File: src/design/iie_pkg.sv
// Constants, register map and instruction encodings for the I/O instruction executor.
package iie_pkg;
	localparam int WORD_W = 16;
	localparam int WB_DW = 32;
	localparam int WB_AW = 8;
	localparam int SC_W = 6;
	localparam int CHANNELS = 64;
	localparam int HALF_CH = 32;
	localparam int OP_W = 3;

	// ----------------------------------------------------------------
	// Register byte offsets.
	// ----------------------------------------------------------------
	localparam logic [WB_AW-1:0] REG_INSTR = 8'h00;
	localparam logic [WB_AW-1:0] REG_ACC_A = 8'h04;
	localparam logic [WB_AW-1:0] REG_ACC_B = 8'h08;
	localparam logic [WB_AW-1:0] REG_PC = 8'h0c;
	localparam logic [WB_AW-1:0] REG_STATUS = 8'h10;
	localparam logic [WB_AW-1:0] REG_CONFIG = 8'h14;
	localparam logic [WB_AW-1:0] REG_FLAG_LO = 8'h18;
	localparam logic [WB_AW-1:0] REG_FLAG_HI = 8'h1c;
	localparam logic [WB_AW-1:0] REG_CTL_LO = 8'h20;
	localparam logic [WB_AW-1:0] REG_CTL_HI = 8'h24;

	// ----------------------------------------------------------------
	// Field positions.
	// ----------------------------------------------------------------
	localparam int ST_OVF_BIT = 0;
	localparam int ST_INTR_BIT = 1;
	localparam int ST_HALT_BIT = 2;
	localparam int ST_SKIP_BIT = 3;
	localparam int CFG_MP_BIT = 0;
	localparam int CFG_GLB_BIT = 1;
	localparam int CFG_GSEL_LSB = 8;
	localparam int IR_AB_BIT = 11;
	localparam int IR_HC_BIT = 9;
	localparam int IR_OP_LSB = 6;
	localparam int IR_GRP_BIT = 10;
	localparam int IR_CLASS_LSB = 12;
	localparam logic [3:0] IR_CLASS_IO = 4'h8;

	// ----------------------------------------------------------------
	// Operation field codes and special select codes.
	// ----------------------------------------------------------------
	localparam logic [OP_W-1:0] OP_HALT = 3'h0;
	localparam logic [OP_W-1:0] OP_FLAG = 3'h1;
	localparam logic [OP_W-1:0] OP_SKIP_CLR = 3'h2;
	localparam logic [OP_W-1:0] OP_SKIP_SET = 3'h3;
	localparam logic [OP_W-1:0] OP_MERGE = 3'h4;
	localparam logic [OP_W-1:0] OP_LOAD = 3'h5;
	localparam logic [OP_W-1:0] OP_OUTPUT = 3'h6;
	localparam logic [OP_W-1:0] OP_CONTROL = 3'h7;
	localparam logic [SC_W-1:0] SC_SYSTEM = 6'h00;
	localparam logic [SC_W-1:0] SC_OVERFLOW = 6'h01;
	localparam int SC_FIRST_CARD = 6;
	localparam logic [SC_W-1:0] SC_HC_MIN = 6'h08;

	// ----------------------------------------------------------------
	// Reset values, program counter steps and sequencer states.
	// ----------------------------------------------------------------
	localparam logic [WORD_W-1:0] WORD_RST = 16'h0000;
	localparam logic [CHANNELS-1:0] CH_RST = 64'h0;
	localparam logic [WORD_W-1:0] PC_STEP = 16'h0001;
	localparam logic [WORD_W-1:0] PC_SKIP = 16'h0002;

	typedef enum logic [1:0] {
		ST_IDLE = 2'b00,
		ST_ISSUE = 2'b01,
		ST_DONE = 2'b10
	} iie_state_type;
endpackage

File: src/design/iie_top.sv
// I/O instruction executor with a classic Wishbone register slave and a backplane port.
// Overview of operation
// - Bit 11 picks accumulator A or B, or set versus clear control.
// - Bit 9 zero keeps the channel flag, one clears it afterwards.
// - Below select code 10 octal the hold/clear bit leaves flags alone.
// - Bits 8 to 6 choose the I/O operation.
// - Global mode: bits 5..0 are a register number on the global card.
// - No I/O instruction executes while memory protect is enabled.
// - Clear control resets the addressed control bit, stopping its interrupts.
// - Clear control at select code 00 resets control bits 06 and up.
// - Clear flag resets a flag; at 00 it disables the interrupt system.
// - Set flag sets a flag; at 00 it enables the interrupt system.
// - Set control sets the addressed control bit.
// - Clear overflow resets the overflow bit; set overflow sets it.
// - Halt stops, holds or clears flag, saves word and PC plus one.
// - Halt does nothing when no card has break enabled.
// - Load input replaces an accumulator with the word the card drives.
// - Merge input ORs the card word into an accumulator.
// - Output sends an accumulator to the card, accumulator unchanged.
// - Skip when the addressed flag is clear.
// - Skip when the addressed flag is set.
// - Skip when overflow clear; bit 9 then keeps or clears overflow.
// - Skip when overflow set; bit 9 then keeps or clears overflow.
//
// The register addresses and the Wishbone register port were decided locally.
`timescale 1ns/1ps
module iie_top (
	// Clock and reset.
	input wire logic clk_i,
	input wire logic rst_i,
	// Wishbone slave.
	input wire logic wb_cyc_i,
	input wire logic wb_stb_i,
	input wire logic wb_we_i,
	input wire logic [iie_pkg::WB_AW-1:0] wb_adr_i,
	input wire logic [3:0] wb_sel_i,
	input wire logic [iie_pkg::WB_DW-1:0] wb_dat_i,
	output logic [iie_pkg::WB_DW-1:0] wb_dat_o,
	output logic wb_ack_o,
	// Backplane toward the interface cards.
	input wire logic [iie_pkg::WORD_W-1:0] io_dat_i,
	input wire logic [iie_pkg::CHANNELS-1:0] flag_set_i,
	input wire logic break_any_i,
	output logic [iie_pkg::SC_W-1:0] io_sel_o,
	output logic [iie_pkg::SC_W-1:0] io_reg_o,
	output logic [iie_pkg::WORD_W-1:0] io_dat_o,
	output logic io_rd_o,
	output logic io_wr_o,
	// Channel state and processor status.
	output logic [iie_pkg::CHANNELS-1:0] ctl_o,
	output logic [iie_pkg::CHANNELS-1:0] flag_o,
	output logic intr_en_o,
	output logic overflow_o,
	output logic halt_o,
	output logic panel_start_o
);
	import iie_pkg::*;

	// ----------------------------------------------------------------
	// Helpers.
	// ----------------------------------------------------------------
	// Merges a bus write into a register honouring the byte lanes.
	function automatic logic [WB_DW-1:0] lane_merge(input logic [WB_DW-1:0] old_v,
		input logic [WB_DW-1:0] new_v, input logic [3:0] sel);
		logic [WB_DW-1:0] res;
		res = old_v;
		for (int i = 0; i < 4; i++) begin
			res[i*8 +: 8] = sel[i] ? new_v[i*8 +: 8] : old_v[i*8 +: 8];
		end
		return res;
	endfunction
	// True when the word belongs to the I/O instruction group.
	function automatic logic is_io(input logic [WORD_W-1:0] w);
		return (w[WORD_W-1:IR_CLASS_LSB] == IR_CLASS_IO) && w[IR_GRP_BIT];
	endfunction
	// Channel addressed by a word: global card in global mode, else bits 5..0.
	function automatic logic [SC_W-1:0] chan_of(input logic [WORD_W-1:0] w, input logic gen,
		input logic [SC_W-1:0] gsel);
		return gen ? gsel : w[SC_W-1:0];
	endfunction

	// ----------------------------------------------------------------
	// State.
	// ----------------------------------------------------------------
	iie_state_type state;
	logic [WORD_W-1:0] ir, acc_a, acc_b, pc, wb_word;
	logic mem_protect, global_en, last_skip, bus_req, wr_hit, start_exec;
	logic [SC_W-1:0] global_sel, sc;
	logic [OP_W-1:0] op;
	logic next_overflow, next_intr, next_skip, next_halt;
	logic [WORD_W-1:0] next_acc_a, next_acc_b;
	logic [CHANNELS-1:0] next_flag, next_ctl;
	logic [WB_DW-1:0] next_rdata;

	assign bus_req = wb_cyc_i && wb_stb_i && !wb_ack_o && state == ST_IDLE;
	assign wr_hit = bus_req && wb_we_i;
	assign wb_word = wb_dat_i[WORD_W-1:0];
	// A suppressed or foreign word is acknowledged but never reaches the sequencer.
	assign start_exec = wr_hit && wb_adr_i == REG_INSTR && (&wb_sel_i[1:0]) && is_io(wb_word)
		&& !mem_protect && !halt_o;
	assign op = ir[IR_OP_LSB +: OP_W];
	assign sc = chan_of(ir, global_en, global_sel);

	// ----------------------------------------------------------------
	// Execution of the latched instruction.
	// ----------------------------------------------------------------
	// Evaluated during the issue cycle, when the card already drives its word.
	always_comb begin
		next_overflow = overflow_o;
		next_intr = intr_en_o;
		next_skip = 1'b0;
		next_halt = 1'b0;
		next_acc_a = acc_a;
		next_acc_b = acc_b;
		next_flag = flag_o;
		next_ctl = ctl_o;
		case (op)
			OP_HALT: next_halt = break_any_i;
			OP_FLAG: begin
				if (sc == SC_SYSTEM) begin
					next_intr = !ir[IR_HC_BIT];
				end else if (sc == SC_OVERFLOW) begin
					next_overflow = !ir[IR_HC_BIT];
				end else begin
					next_flag[sc] = !ir[IR_HC_BIT];
				end
			end
			OP_SKIP_CLR: next_skip = (sc == SC_OVERFLOW) ? !overflow_o : !flag_o[sc];
			OP_SKIP_SET: next_skip = (sc == SC_OVERFLOW) ? overflow_o : flag_o[sc];
			OP_MERGE: begin
				if (ir[IR_AB_BIT]) begin
					next_acc_b = acc_b | io_dat_i;
				end else begin
					next_acc_a = acc_a | io_dat_i;
				end
			end
			OP_LOAD: begin
				if (ir[IR_AB_BIT]) begin
					next_acc_b = io_dat_i;
				end else begin
					next_acc_a = io_dat_i;
				end
			end
			OP_OUTPUT: next_skip = 1'b0;
			OP_CONTROL: begin
				if (sc == SC_SYSTEM && ir[IR_AB_BIT]) begin
					for (int c = SC_FIRST_CARD; c < CHANNELS; c++) begin
						next_ctl[c] = 1'b0;
					end
				end else begin
					next_ctl[sc] = !ir[IR_AB_BIT];
				end
			end
			default: next_skip = 1'b0;
		endcase
		// Hold/clear after execution; the flag group uses bit 9 as its own opcode.
		if (op != OP_FLAG && ir[IR_HC_BIT]) begin
			if (sc == SC_OVERFLOW && (op == OP_SKIP_CLR || op == OP_SKIP_SET)) begin
				next_overflow = 1'b0;
			end else if (sc >= SC_HC_MIN && !(op == OP_HALT && !break_any_i)) begin
				next_flag[sc] = 1'b0;
			end
		end
	end

	// ----------------------------------------------------------------
	// Bus sequencer and acknowledge.
	// ----------------------------------------------------------------
	// Executed instruction writes take one extra cycle so the card can answer the strobe.
	always_ff @(posedge clk_i) begin
		if (rst_i) begin
			state <= ST_IDLE;
			wb_ack_o <= 1'b0;
		end else begin
			case (state)
				ST_IDLE: begin
					if (start_exec) begin
						state <= ST_ISSUE;
					end else if (bus_req) begin
						state <= ST_DONE;
						wb_ack_o <= 1'b1;
					end
				end
				ST_ISSUE: begin
					state <= ST_DONE;
					wb_ack_o <= 1'b1;
				end
				ST_DONE: begin
					state <= ST_IDLE;
					wb_ack_o <= 1'b0;
				end
				default: begin
					state <= ST_IDLE;
					wb_ack_o <= 1'b0;
				end
			endcase
		end
	end

	// Read data is captured when the access is first seen; unmapped reads give zero.
	always_comb begin
		next_rdata = '0;
		case (wb_adr_i)
			REG_INSTR: next_rdata[WORD_W-1:0] = ir;
			REG_ACC_A: next_rdata[WORD_W-1:0] = acc_a;
			REG_ACC_B: next_rdata[WORD_W-1:0] = acc_b;
			REG_PC: next_rdata[WORD_W-1:0] = pc;
			REG_STATUS: begin
				next_rdata[ST_OVF_BIT] = overflow_o;
				next_rdata[ST_INTR_BIT] = intr_en_o;
				next_rdata[ST_HALT_BIT] = halt_o;
				next_rdata[ST_SKIP_BIT] = last_skip;
			end
			REG_CONFIG: begin
				next_rdata[CFG_MP_BIT] = mem_protect;
				next_rdata[CFG_GLB_BIT] = global_en;
				next_rdata[CFG_GSEL_LSB +: SC_W] = global_sel;
			end
			REG_FLAG_LO: next_rdata = flag_o[HALF_CH-1:0];
			REG_FLAG_HI: next_rdata = flag_o[CHANNELS-1:HALF_CH];
			REG_CTL_LO: next_rdata = ctl_o[HALF_CH-1:0];
			REG_CTL_HI: next_rdata = ctl_o[CHANNELS-1:HALF_CH];
			default: next_rdata = '0;
		endcase
	end

	always_ff @(posedge clk_i) begin
		if (rst_i) begin
			wb_dat_o <= '0;
		end else if (bus_req && !wb_we_i) begin
			wb_dat_o <= next_rdata;
		end
	end

	// ----------------------------------------------------------------
	// Backplane strobes.
	// ----------------------------------------------------------------
	// Strobes stand for exactly the issue cycle; address and data hold until the next instruction.
	always_ff @(posedge clk_i) begin
		if (rst_i) begin
			io_sel_o <= '0;
			io_reg_o <= '0;
			io_dat_o <= WORD_RST;
			io_rd_o <= 1'b0;
			io_wr_o <= 1'b0;
		end else if (start_exec) begin
			io_sel_o <= chan_of(wb_word, global_en, global_sel);
			io_reg_o <= global_en ? wb_word[SC_W-1:0] : SC_SYSTEM;
			io_dat_o <= wb_word[IR_AB_BIT] ? acc_b : acc_a;
			io_rd_o <= wb_word[IR_OP_LSB +: OP_W] == OP_LOAD || wb_word[IR_OP_LSB +: OP_W] == OP_MERGE;
			io_wr_o <= wb_word[IR_OP_LSB +: OP_W] == OP_OUTPUT;
		end else begin
			io_rd_o <= 1'b0;
			io_wr_o <= 1'b0;
		end
	end

	// ----------------------------------------------------------------
	// Instruction word and program counter.
	// ----------------------------------------------------------------
	// The instruction register doubles as the word shown to the front panel on halt.
	always_ff @(posedge clk_i) begin
		if (rst_i) begin
			ir <= WORD_RST;
		end else if (start_exec) begin
			ir <= wb_word;
		end
	end

	always_ff @(posedge clk_i) begin
		if (rst_i) begin
			pc <= WORD_RST;
			last_skip <= 1'b0;
		end else if (state == ST_ISSUE) begin
			pc <= pc + (next_skip ? PC_SKIP : PC_STEP);
			last_skip <= next_skip;
		end else if (wr_hit && wb_adr_i == REG_PC) begin
			pc <= WORD_W'(lane_merge(WB_DW'(pc), wb_dat_i, wb_sel_i));
		end
	end

	// ----------------------------------------------------------------
	// Accumulators.
	// ----------------------------------------------------------------
	always_ff @(posedge clk_i) begin
		if (rst_i) begin
			acc_a <= WORD_RST;
			acc_b <= WORD_RST;
		end else if (state == ST_ISSUE) begin
			acc_a <= next_acc_a;
			acc_b <= next_acc_b;
		end else if (wr_hit && wb_adr_i == REG_ACC_A) begin
			acc_a <= WORD_W'(lane_merge(WB_DW'(acc_a), wb_dat_i, wb_sel_i));
		end else if (wr_hit && wb_adr_i == REG_ACC_B) begin
			acc_b <= WORD_W'(lane_merge(WB_DW'(acc_b), wb_dat_i, wb_sel_i));
		end
	end

	// ----------------------------------------------------------------
	// Channel flags and control bits.
	// ----------------------------------------------------------------
	// A card raising its flag in the cycle an instruction clears it still wins.
	always_ff @(posedge clk_i) begin
		if (rst_i) begin
			flag_o <= CH_RST;
		end else if (state == ST_ISSUE) begin
			flag_o <= next_flag | flag_set_i;
		end else begin
			flag_o <= flag_o | flag_set_i;
		end
	end

	always_ff @(posedge clk_i) begin
		if (rst_i) begin
			ctl_o <= CH_RST;
		end else if (state == ST_ISSUE) begin
			ctl_o <= next_ctl;
		end
	end

	// ----------------------------------------------------------------
	// Overflow, interrupt system and halt.
	// ----------------------------------------------------------------
	always_ff @(posedge clk_i) begin
		if (rst_i) begin
			overflow_o <= 1'b0;
			intr_en_o <= 1'b0;
		end else if (state == ST_ISSUE) begin
			overflow_o <= next_overflow;
			intr_en_o <= next_intr;
		end else if (wr_hit && wb_adr_i == REG_STATUS && wb_sel_i[0]) begin
			overflow_o <= wb_dat_i[ST_OVF_BIT];
		end
	end

	// Halt is sticky until software writes one to its status bit.
	always_ff @(posedge clk_i) begin
		if (rst_i) begin
			halt_o <= 1'b0;
			panel_start_o <= 1'b0;
		end else begin
			panel_start_o <= state == ST_ISSUE && op == OP_HALT && next_halt;
			if (state == ST_ISSUE && op == OP_HALT && next_halt) begin
				halt_o <= 1'b1;
			end else if (wr_hit && wb_adr_i == REG_STATUS && wb_sel_i[0] && wb_dat_i[ST_HALT_BIT]) begin
				halt_o <= 1'b0;
			end
		end
	end

	// ----------------------------------------------------------------
	// Configuration.
	// ----------------------------------------------------------------
	always_ff @(posedge clk_i) begin
		if (rst_i) begin
			mem_protect <= 1'b0;
			global_en <= 1'b0;
			global_sel <= '0;
		end else if (wr_hit && wb_adr_i == REG_CONFIG) begin
			if (wb_sel_i[0]) begin
				mem_protect <= wb_dat_i[CFG_MP_BIT];
				global_en <= wb_dat_i[CFG_GLB_BIT];
			end
			if (wb_sel_i[1]) begin
				global_sel <= wb_dat_i[CFG_GSEL_LSB +: SC_W];
			end
		end
	end
endmodule

File: config.mk
export PLATFORM = sky130hd
export DESIGN_NAME = iie_top
export DESIGN_NICKNAME = d
export VERILOG_FILES = /design/src/design/iie_pkg.sv /design/src/design/iie_top.sv
export SDC_FILE = /design/constraint.sdc
export NUM_CORES = 1
export LEC_CHECK = 0
export BUFFER_PORTS_ARGS = -buffer_cell sky130_fd_sc_hd__buf_2
export CAP_MARGIN = 40
export CORE_MARGIN = 2
export CORE_UTILIZATION = 40
export CTS_BUF_LIST = sky130_fd_sc_hd__clkbuf_16
export CTS_CLUSTER_SIZE = 28
export DETAILED_ROUTE_END_ITERATION = 8
export HOLD_SLACK_MARGIN = 0.05
export PLACE_DENSITY = 0.71
export SLEW_MARGIN = 15
export SYNTH_ARGS = -nofsm -noshare
export SYNTH_HDL_FRONTEND = slang
export SYNTH_SLANG_ARGS = --single-unit
File: constraint.sdc
create_clock -name clk_i -period 4.4 [get_ports clk_i]
set_input_delay 0.22 -clock clk_i [delete_from_list [all_inputs] [get_ports clk_i]]
set_output_delay 0.22 -clock clk_i [all_outputs]
set_load 0.01 [all_outputs]
==> impl_metrics.py, run 1 <==
metrics = {
    "sta": {
        "holdWs_ps": 65.82,
        "fin_crit_ps": 4436,
        "setup_viol": 2,
        "slew_viol_final": 0,
        "skew_ps": 20.79,
        "finalWorstSetupSlack_ps": -35.74,
        "fin_setup_tns_ps": -48.78,
        "fmax_ghz": 0.2254,
        "rsz0062_at_grt": "true",
        "tightestPinTransition_ps": 1001,
        "period_share_pct": 100.8,
        "max-slew-margin-rel_pct": 32.62,
        "hold_viol": 0,
    },
    "synth": {
        "yosys.area_share.xor_xnor_pct": 0,
        "ys_seq_area_share_pct": 39.11,
        "synthesis.area_sq_um": 13820,
        "synth_top_family_by_area": "compound AO/OA/AOI/OAI gates",
        "synth_seq_cells": 270,
        "synth_cell_types": 75,
        "synthCells": 1840,
        "synthArstFlopShare_pct": 0,
        "yosys_most_used_dff": "dfxtp_1",
        "syn-mean-instance-area_sq_um": 7.511,
        "syn-num-nets": 1973,
        "muxShareOfSynthArea_pct": 6.563,
        "synth_compound_area_share_pct": 28.22,
        "synth_edf_count": 0,
        "synthAdderAreaFrac_pct": 0.3259,
        "synth-simple-area-share_pct": 21.38,
        "synth_warnings": 0,
    },
    "clocking": {
        "cts_tree": "built",
        "clkTransAtPathRegs_ps": 60,
        "cts_max_path_buffers": 3,
        "cts.sinks": 270,
        "root_buffer": "clkbuf_16",
        "cts-htree-levels": 1,
        "cts_buffers": 30,
        "clock_latency_ps": 580,
    },
    "grt": {
        "grt_max_degree": 114,
        "grt_pass1_vias": 15415,
        "grt_overflow_total": 0,
        "grt.total_usage_pct": 33.56,
        "grt_pass1_wl_microns": 93360,
        "antenna_found_initial": 0,
    },
    "routing": {
        "ant_nets": 0,
        "first_pass_iters": 6,
        "vias_per_cell": 6.020,
        "wl_microns": 63310,
        "vias": 16537,
        "drc": 0,
        "wl_per_cell_microns": 23.05,
        "drtIter0Drc": 2118,
    },
    "flow_run": {
        "max-cap-violations": 0,
    },
    "power": {
        "p_switching_w": 0.001590,
        "p_int_w": 0.004273,
        "ir_drop_v": 0.0003217,
        "power.static_leakage_nw": 7.660,
        "swShare_pct": 27.13,
        "clockPowerShare_pct": 43.1,
        "seqPwrFrac_pct": 45.7,
        "combPwrFrac_pct": 11.2,
        "p_per_area_nw_per_um2": 315.4,
    },
    "final_layout": {
        "nets": 2401,
        "diodes": 0,
        "stdcell_count": 2747,
        "drive_above_1_share_pct": 25.00,
        "syn_to_final_growth_pct": 34.51,
        "fillers": 3286,
    },
    "die": {
        "std_cell_rows": 68,
        "die_x_microns": 189.9,
        "fp.dieH_microns": 189.9,
        "num_io_pins": 325,
        "start_util_pct": 40.31,
        "die_area_sq_um": 36050,
        "core_sq_um": 34290,
    },
    "placement": {
        "globalplace.congestion": 0.9987,
        "dp_cells": 2593,
        "io_buffers": 306,
        "dpl.hpwl_microns": 45830,
    },
    "hold_path": {
        "hp-class": "in -> reg",
    },
    "run_status": {
        "status": "complete, but fails checks",
        "failed_checks": "setup timing",
    },
    "setup_path": {
        "path_max_fanout": 5,
        "required_ps": 4830,
        "arrival_ps": 4860,
        "crit_type": "reg -> reg",
        "cp-start-kind": "register",
        "cp-end-kind": "register",
    },
}
[cells by family (layout without fill, tap and decap cells)]
logic type | count (synthesis) | in the layout
AOI/OAI and AO/OA | 634 | 634
adders and majority gates | 3 | 3
buffers and inverters | 148 | 600
DFF | 270 | 270
muxes | 85 | 85
and+or+nand+nor | 700 | 700
[repair_timing]
action,in CTS,in global routing
hold endpoints to repair,103,0
endpoints found under the setup margin,8,7
buffers inserted,3,7
pin swaps,7,11
hold buffers,88,0
resized for setup,31,25
[area by class of cell]
| class | instances | area, sq um | share of cell area (%) |
|---|---|---|---|
| Clock inverter | 25 | 190.2 | 1.023 |
| Inverter | 13 | 48.80 | 0.2625 |
| Multi-Input combinational cell | 1422 | 8080 | 43.46 |
| Clock buffer | 31 | 775.7 | 4.173 |
| Timing Repair Buffer | 531 | 3516 | 18.91 |
| Tap cell | 455 | 569.3 | 3.062 |
| Sequential cell | 270 | 5410 | 29.10 |
[routing by layer]
layer | vias up | share of wire (%) | GRT usage, %
met3 | 197 | 11 | 6.327
li1 | 7449 | - | -
met2 | 1114 | 45 | 54.45
met4 | 0 | 6.0 | 18.10
met5 | - | 0 | 0
met1 | 7777 | 38 | 42.20
[stage by stage]
step           util (%)  cell area (sq um)  setup slack (ps)  power, W
3_5_place_dp      47.85              16410            -559.1  0.003302
2_1_floorplan         -              13820             219.8  0.002981
5_1_grt           54.22              18590            -120.9  0.006020
3_3_place_gp      47.76              16380            -542.7  0.003292
6_report          54.22              18590            -35.74  0.005863
4_1_cts           53.71              18420             7.431  0.005843
[worst paths after layout]
path,from,slack [ps],to,cells after the start
worst max register to register,global_sel[0]$_SDFFE_PP0P_,-40,pc[14]$_SDFFE_PP0P_,20
worst max-delay path,global_sel[0]$_SDFFE_PP0P_,-40,pc[14]$_SDFFE_PP0P_,20
worst min-delay path,wb_dat_i[15],70,acc_b[15]$_SDFFE_PP0P_,5
worst min register to register,io_reg_o[0]$_SDFFE_PP0P_,450,io_reg_o[0]$_SDFFE_PP0P_,2
[synth_stat cells (all sizes together), types with 3 or more instances]
master    n  area, sq um
o31ai    10        75.07
a211oi   29        217.7
o21a      8        60.06
a21oi   290         1459
clkbuf  107        401.6
buf      28        157.7
nor4b     4        35.03
o41ai     4        50.05
nor2b    11        68.82
a21bo     5        50.05
a22o      7        61.31
o221ai    3        26.28
mux2i    66        689.4
a311oi    4        35.03
o22ai    11        68.82
nor3     18        105.1
inv      13        48.80
nand2   129        484.2
nand3    34        170.2
dfxtp   270         5405
or4b      3        30.03
nand2b    6        37.54
a22oi   100        750.7
a31oi    15        100.1
nor4      8        50.05
a221oi    4        41.29
or2       4        25.03
nor3b     5        37.54
mux2     19        217.7
or4       4        33.78
o21ai   100        508.0
a21boi    3        22.52
o32ai     9        78.83
nor2    445         1678
a222oi   13        130.1
and3b     3        30.03
and2      8        50.05
and3     13        81.33
[sequential cells by signal (all words and copies together) (netlist names), 2 cells and up]
register,flops
ctl_o,64
io_reg_o,6
flag_o,64
io_dat_o,16
wb_dat_o,32
acc_b,16
pc,16
acc_a,16
ir,16
global_sel,6
io_sel_o,6
state,2
[critical path, cell delays in order (launching register included)]
cell	delay, ps
dfxtp_1	470
buf_4	170
mux2_4	170
and2_1	150
a211oi_1	60
a2111oi_2	440
buf_4	190
a311oi_2	50
or4_4	550
a21oi_4	180
o21ai_4	100
buf_6	130
fa_2	340
and3b_1	230
and3_4	200
and3_4	190
and3_4	210
nand3_4	90
a21bo_2	220
a22oi_2	110
nor2_1	50
[power groups by stage]
stage	Sequential, W	Clock (W)	Combinational [W]
after floorplan	0.00271	0	0.000267
after global placement	0.00273	0	0.000565
after detailed placement	0.00273	0	0.000575
after CTS	0.00267	0.00253	0.000642
after global routing	0.00268	0.00263	0.000710
final	0.00268	0.00252	0.000658
[placed cells by master (no fill, tap or decap), types with 28 or more instances in the layout]
cell type,n
buf_2,305
nor2_1,434
clkbuf_16,31
a21oi_1,287
o21ai_0,90
dlygate4sd3_1,88
a211oi_1,28
mux2i_1,63
a22oi_1,97
nand2_1,129
buf_4,125
dfxtp_1,268
nand3_1,33
(Power assumes the default switching activity.)
==> run 2, diff against run 1 <==
--- a/config.mk
+++ b/config.mk
@@ -13,7 +13,7 @@
 export CTS_CLUSTER_SIZE = 28
 export DETAILED_ROUTE_END_ITERATION = 8
 export HOLD_SLACK_MARGIN = 0.05
-export PLACE_DENSITY = 0.71
+export PLACE_DENSITY = 0.75
 export SLEW_MARGIN = 15
 export SYNTH_ARGS = -nofsm -noshare
 export SYNTH_HDL_FRONTEND = slang
==> run 2 against run 1 <==
Against the previous run: the flow still finishes with violations (setup timing); count of clock-buffer cells in the layout stayed put; sequential cell count stayed put; via count is 0.99% higher; first-iteration DRC count is 6.0% lower; setup slack better by 1.3 ps; fmax hardly changed; sequential share of layout area hardly changed; global-route usage is 0.33 points higher; clock power is 4% higher; register-to-register slack hardly changed; core utilization is 0.058 points higher; die area stayed put; critical endpoint unchanged; largest cell class unchanged.
==> impl_metrics.py, run 2 (synthesized netlist as in run 1, its figures left out) <==
metrics = {
    "run_status": {
        "status": "complete, but fails checks",
        "failed_checks": "setup timing",
    },
    "setup_path": {
        "max_stage_delay_ps": 460,
        "required_ps": 4820,
        "worst-r2r-cell-count": 22,
        "crit_top_cell": "and3_4",
        "crit_slowest_cell": "or4_4",
        "rrSetupSlack_ps": -30,
        "crit_chain": "buf_8, mux2i_4, buf_6, buf_6, o31ai_1, a21oi_1, a2bb2oi_2, o221ai_2, buf_4, or4_4, a21oi_4, o21ai_2, buf_4, fa_2, and3b_1, and3_4, and3_4, and3_4, nand3_4, a21bo_2, a22oi_2, nor2_1",
        "crit_type": "reg -> reg",
        "r2r-start": "global_en$_SDFFE_PP0P_",
        "arrival_ps": 4860,
        "r2r-end": "pc[14]$_SDFFE_PP0P_",
        "cp-end-kind": "register",
        "path_max_fanout": 8,
        "cp-start-kind": "register",
    },
    "grt": {
        "grt_pass1_vias": 15746,
        "antenna_found_initial": 0,
        "grt.total_usage_pct": 33.89,
        "grt_pass1_wl_microns": 94650,
        "grt_max_degree": 83,
        "grt_overflow_total": 0,
    },
    "routing": {
        "wl_met1_microns": 23390,
        "wl_per_cell_microns": 23.07,
        "wl_microns": 63500,
        "vias": 16700,
        "vias_per_cell": 6.068,
        "ant_nets": 0,
        "drtIter0Drc": 1991,
        "wl_met2_microns": 28330,
        "drc": 0,
        "highest_layer": "met4",
        "first_pass_iters": 8,
        "route.met3.wl_microns": 7437,
    },
    "final_layout": {
        "regArea_sq_um": 5410,
        "top_regs": "ctl_o x64, flag_o x64, wb_dat_o x32",
        "fillers": 3253,
        "drive_above_1_share_pct": 25.21,
        "diodes": 0,
        "multi_input_area_sq_um": 8048,
        "nets": 2407,
        "final_cell_mix": "434 x nor2_1, 305 x buf_2, 287 x a21oi_1",
        "syn_to_final_growth_pct": 34.65,
        "final_common_cell": "nor2_1",
    },
    "die": {
        "die_x_microns": 189.9,
        "num_io_pins": 325,
        "fp.dieH_microns": 189.9,
        "start_util_pct": 40.31,
        "core_sq_um": 34290,
        "std_cell_rows": 68,
        "die_area_sq_um": 36050,
    },
    "sta": {
        "fmax_ghz": 0.2255,
        "slew_viol_final": 0,
        "period_share_pct": 100.8,
        "max-slew-margin-rel_pct": 44.12,
        "hold_viol": 0,
        "fin_crit_ps": 4434,
        "tightestPinTransition_ps": 830.5,
        "finalWorstSetupSlack_ps": -34.45,
        "rsz0062_at_grt": "true",
        "setup_viol": 1,
        "skew_ps": 12.28,
    },
    "hold_path": {
        "worstHoldStart": "io_dat_i[3]",
        "worst_hold_path.num_cells": 5,
        "hp-class": "in -> reg",
        "holdPathEnd": "acc_a[3]$_SDFFE_PP0P_",
    },
    "clocking": {
        "cts.sinks": 270,
        "clkTransAtPathRegs_ps": 60,
        "root_buffer": "clkbuf_16",
        "clock_latency_ps": 570,
        "cts_buffers": 31,
        "cts_tree": "built",
        "cts_max_path_buffers": 3,
        "cts-htree-levels": 1,
    },
    "power": {
        "p_switching_w": 0.001605,
        "power.static_leakage_nw": 7.705,
        "swShare_pct": 26.97,
        "p_per_area_nw_per_um2": 319.8,
        "power.total_w": 0.005951,
        "p_int_w": 0.004346,
        "seqPwrFrac_pct": 45.0,
        "ir_drop_v": 0.0002961,
        "combPwrFrac_pct": 11.2,
        "clockPowerShare_pct": 43.8,
    },
    "placement": {
        "io_buffers": 306,
        "globalplace.congestion": 1.045,
        "dpl.hpwl_microns": 45860,
        "dp_worst_setup_slack_ps": -463.7,
    },
    "flow_run": {
        "max-cap-violations": 0,
    },
}
## run 2: changes by cell type in the layout (fill, tap and decap cells not counted), sizes merged
cell         change
clkbuf           -1
bufinv           +1
inv              +4
clkinvlp         -1
clkinv           -4
buf              +3
dlygate4sd3      +3
## run 2: power groups by stage
| stage | logic, W | clock network (W) | registers (W) |
|---|---|---|---|
| 6_report | 0.000664 | 0.00261 | 0.00268 |
| 5_1_grt | 0.000717 | 0.00271 | 0.00268 |
| 4_1_cts | 0.000648 | 0.00262 | 0.00267 |
| 3_5_place_dp | 0.000579 | 0 | 0.00272 |
| 3_3_place_gp | 0.000566 | 0 | 0.00273 |
| 2_1_floorplan | 0.000267 | 0 | 0.00271 |
## run 2: worst max path at each step
stage / from / endpoint / slack (ps) / cells after the start
CTS: global_en$_SDFFE_PP0P_ / pc[14]$_SDFFE_PP0P_ / -60 / 22
global placement: global_en$_SDFFE_PP0P_ / pc[14]$_SDFFE_PP0P_ / -450 / 22
finish: global_en$_SDFFE_PP0P_ / pc[14]$_SDFFE_PP0P_ / -30 / 22
global route: global_en$_SDFFE_PP0P_ / pc[14]$_SDFFE_PP0P_ / -200 / 24
detailed placement: global_en$_SDFFE_PP0P_ / pc[14]$_SDFFE_PP0P_ / -460 / 22
floorplan: global_en$_SDFFE_PP0P_ / pc[14]$_SDFFE_PP0P_ / 220 / 20
## run 2: area by class of cell
type | count | area share (%)
inverter | 13 | 0.2622
sequential | 270 | 29.07
multi-input combinational | 1422 | 43.24
clock inverter | 25 | 1.251
tap | 455 | 3.059
timing repair buffer | 536 | 18.95
clock buffer | 31 | 4.168
## run 2: stage by stage
stage	setup TNS, ps	cell area (sq um)	cells	utilization (%)	hold WS, ps
after detailed placement	-1190	16400	2596	47.83	428.6
after floorplan	0	13820	1840	-	292.4
after global routing	-477.1	18610	2752	54.28	75.45
after global placement	-1200	16370	2593	47.74	421.0
after CTS	-59.71	18440	2747	53.79	53.56
final	-34.45	18610	2752	54.28	56.14
## run 2: worst max-delay path: cells and delay by family (launching register included)
family / cells / cell delay (ps)
AND/OR/NAND/NOR: 7 / 1420
flip-flops: 1 / 380
buffers and inverters: 5 / 720
adder cells (fa/ha/maj): 1 / 350
multiplexers: 1 / 240
AO/OA/AOI/OAI: 8 / 1150
## run 2: timing repair
action	CTS	global route
buffers inserted	4	5
hold buffers	91	0
pin swaps	8	16
resized for setup	24	27
endpoints found under the hold margin	101	0
endpoints found under the setup margin	6	7
## run 2: metal layers
metal | track usage [%] | vias up
met4 | 20.04 | 0
met2 | 54.23 | 1166
met3 | 7.803 | 236
met1 | 41.69 | 7821
met5 | 0 | -
li1 | - | 7477
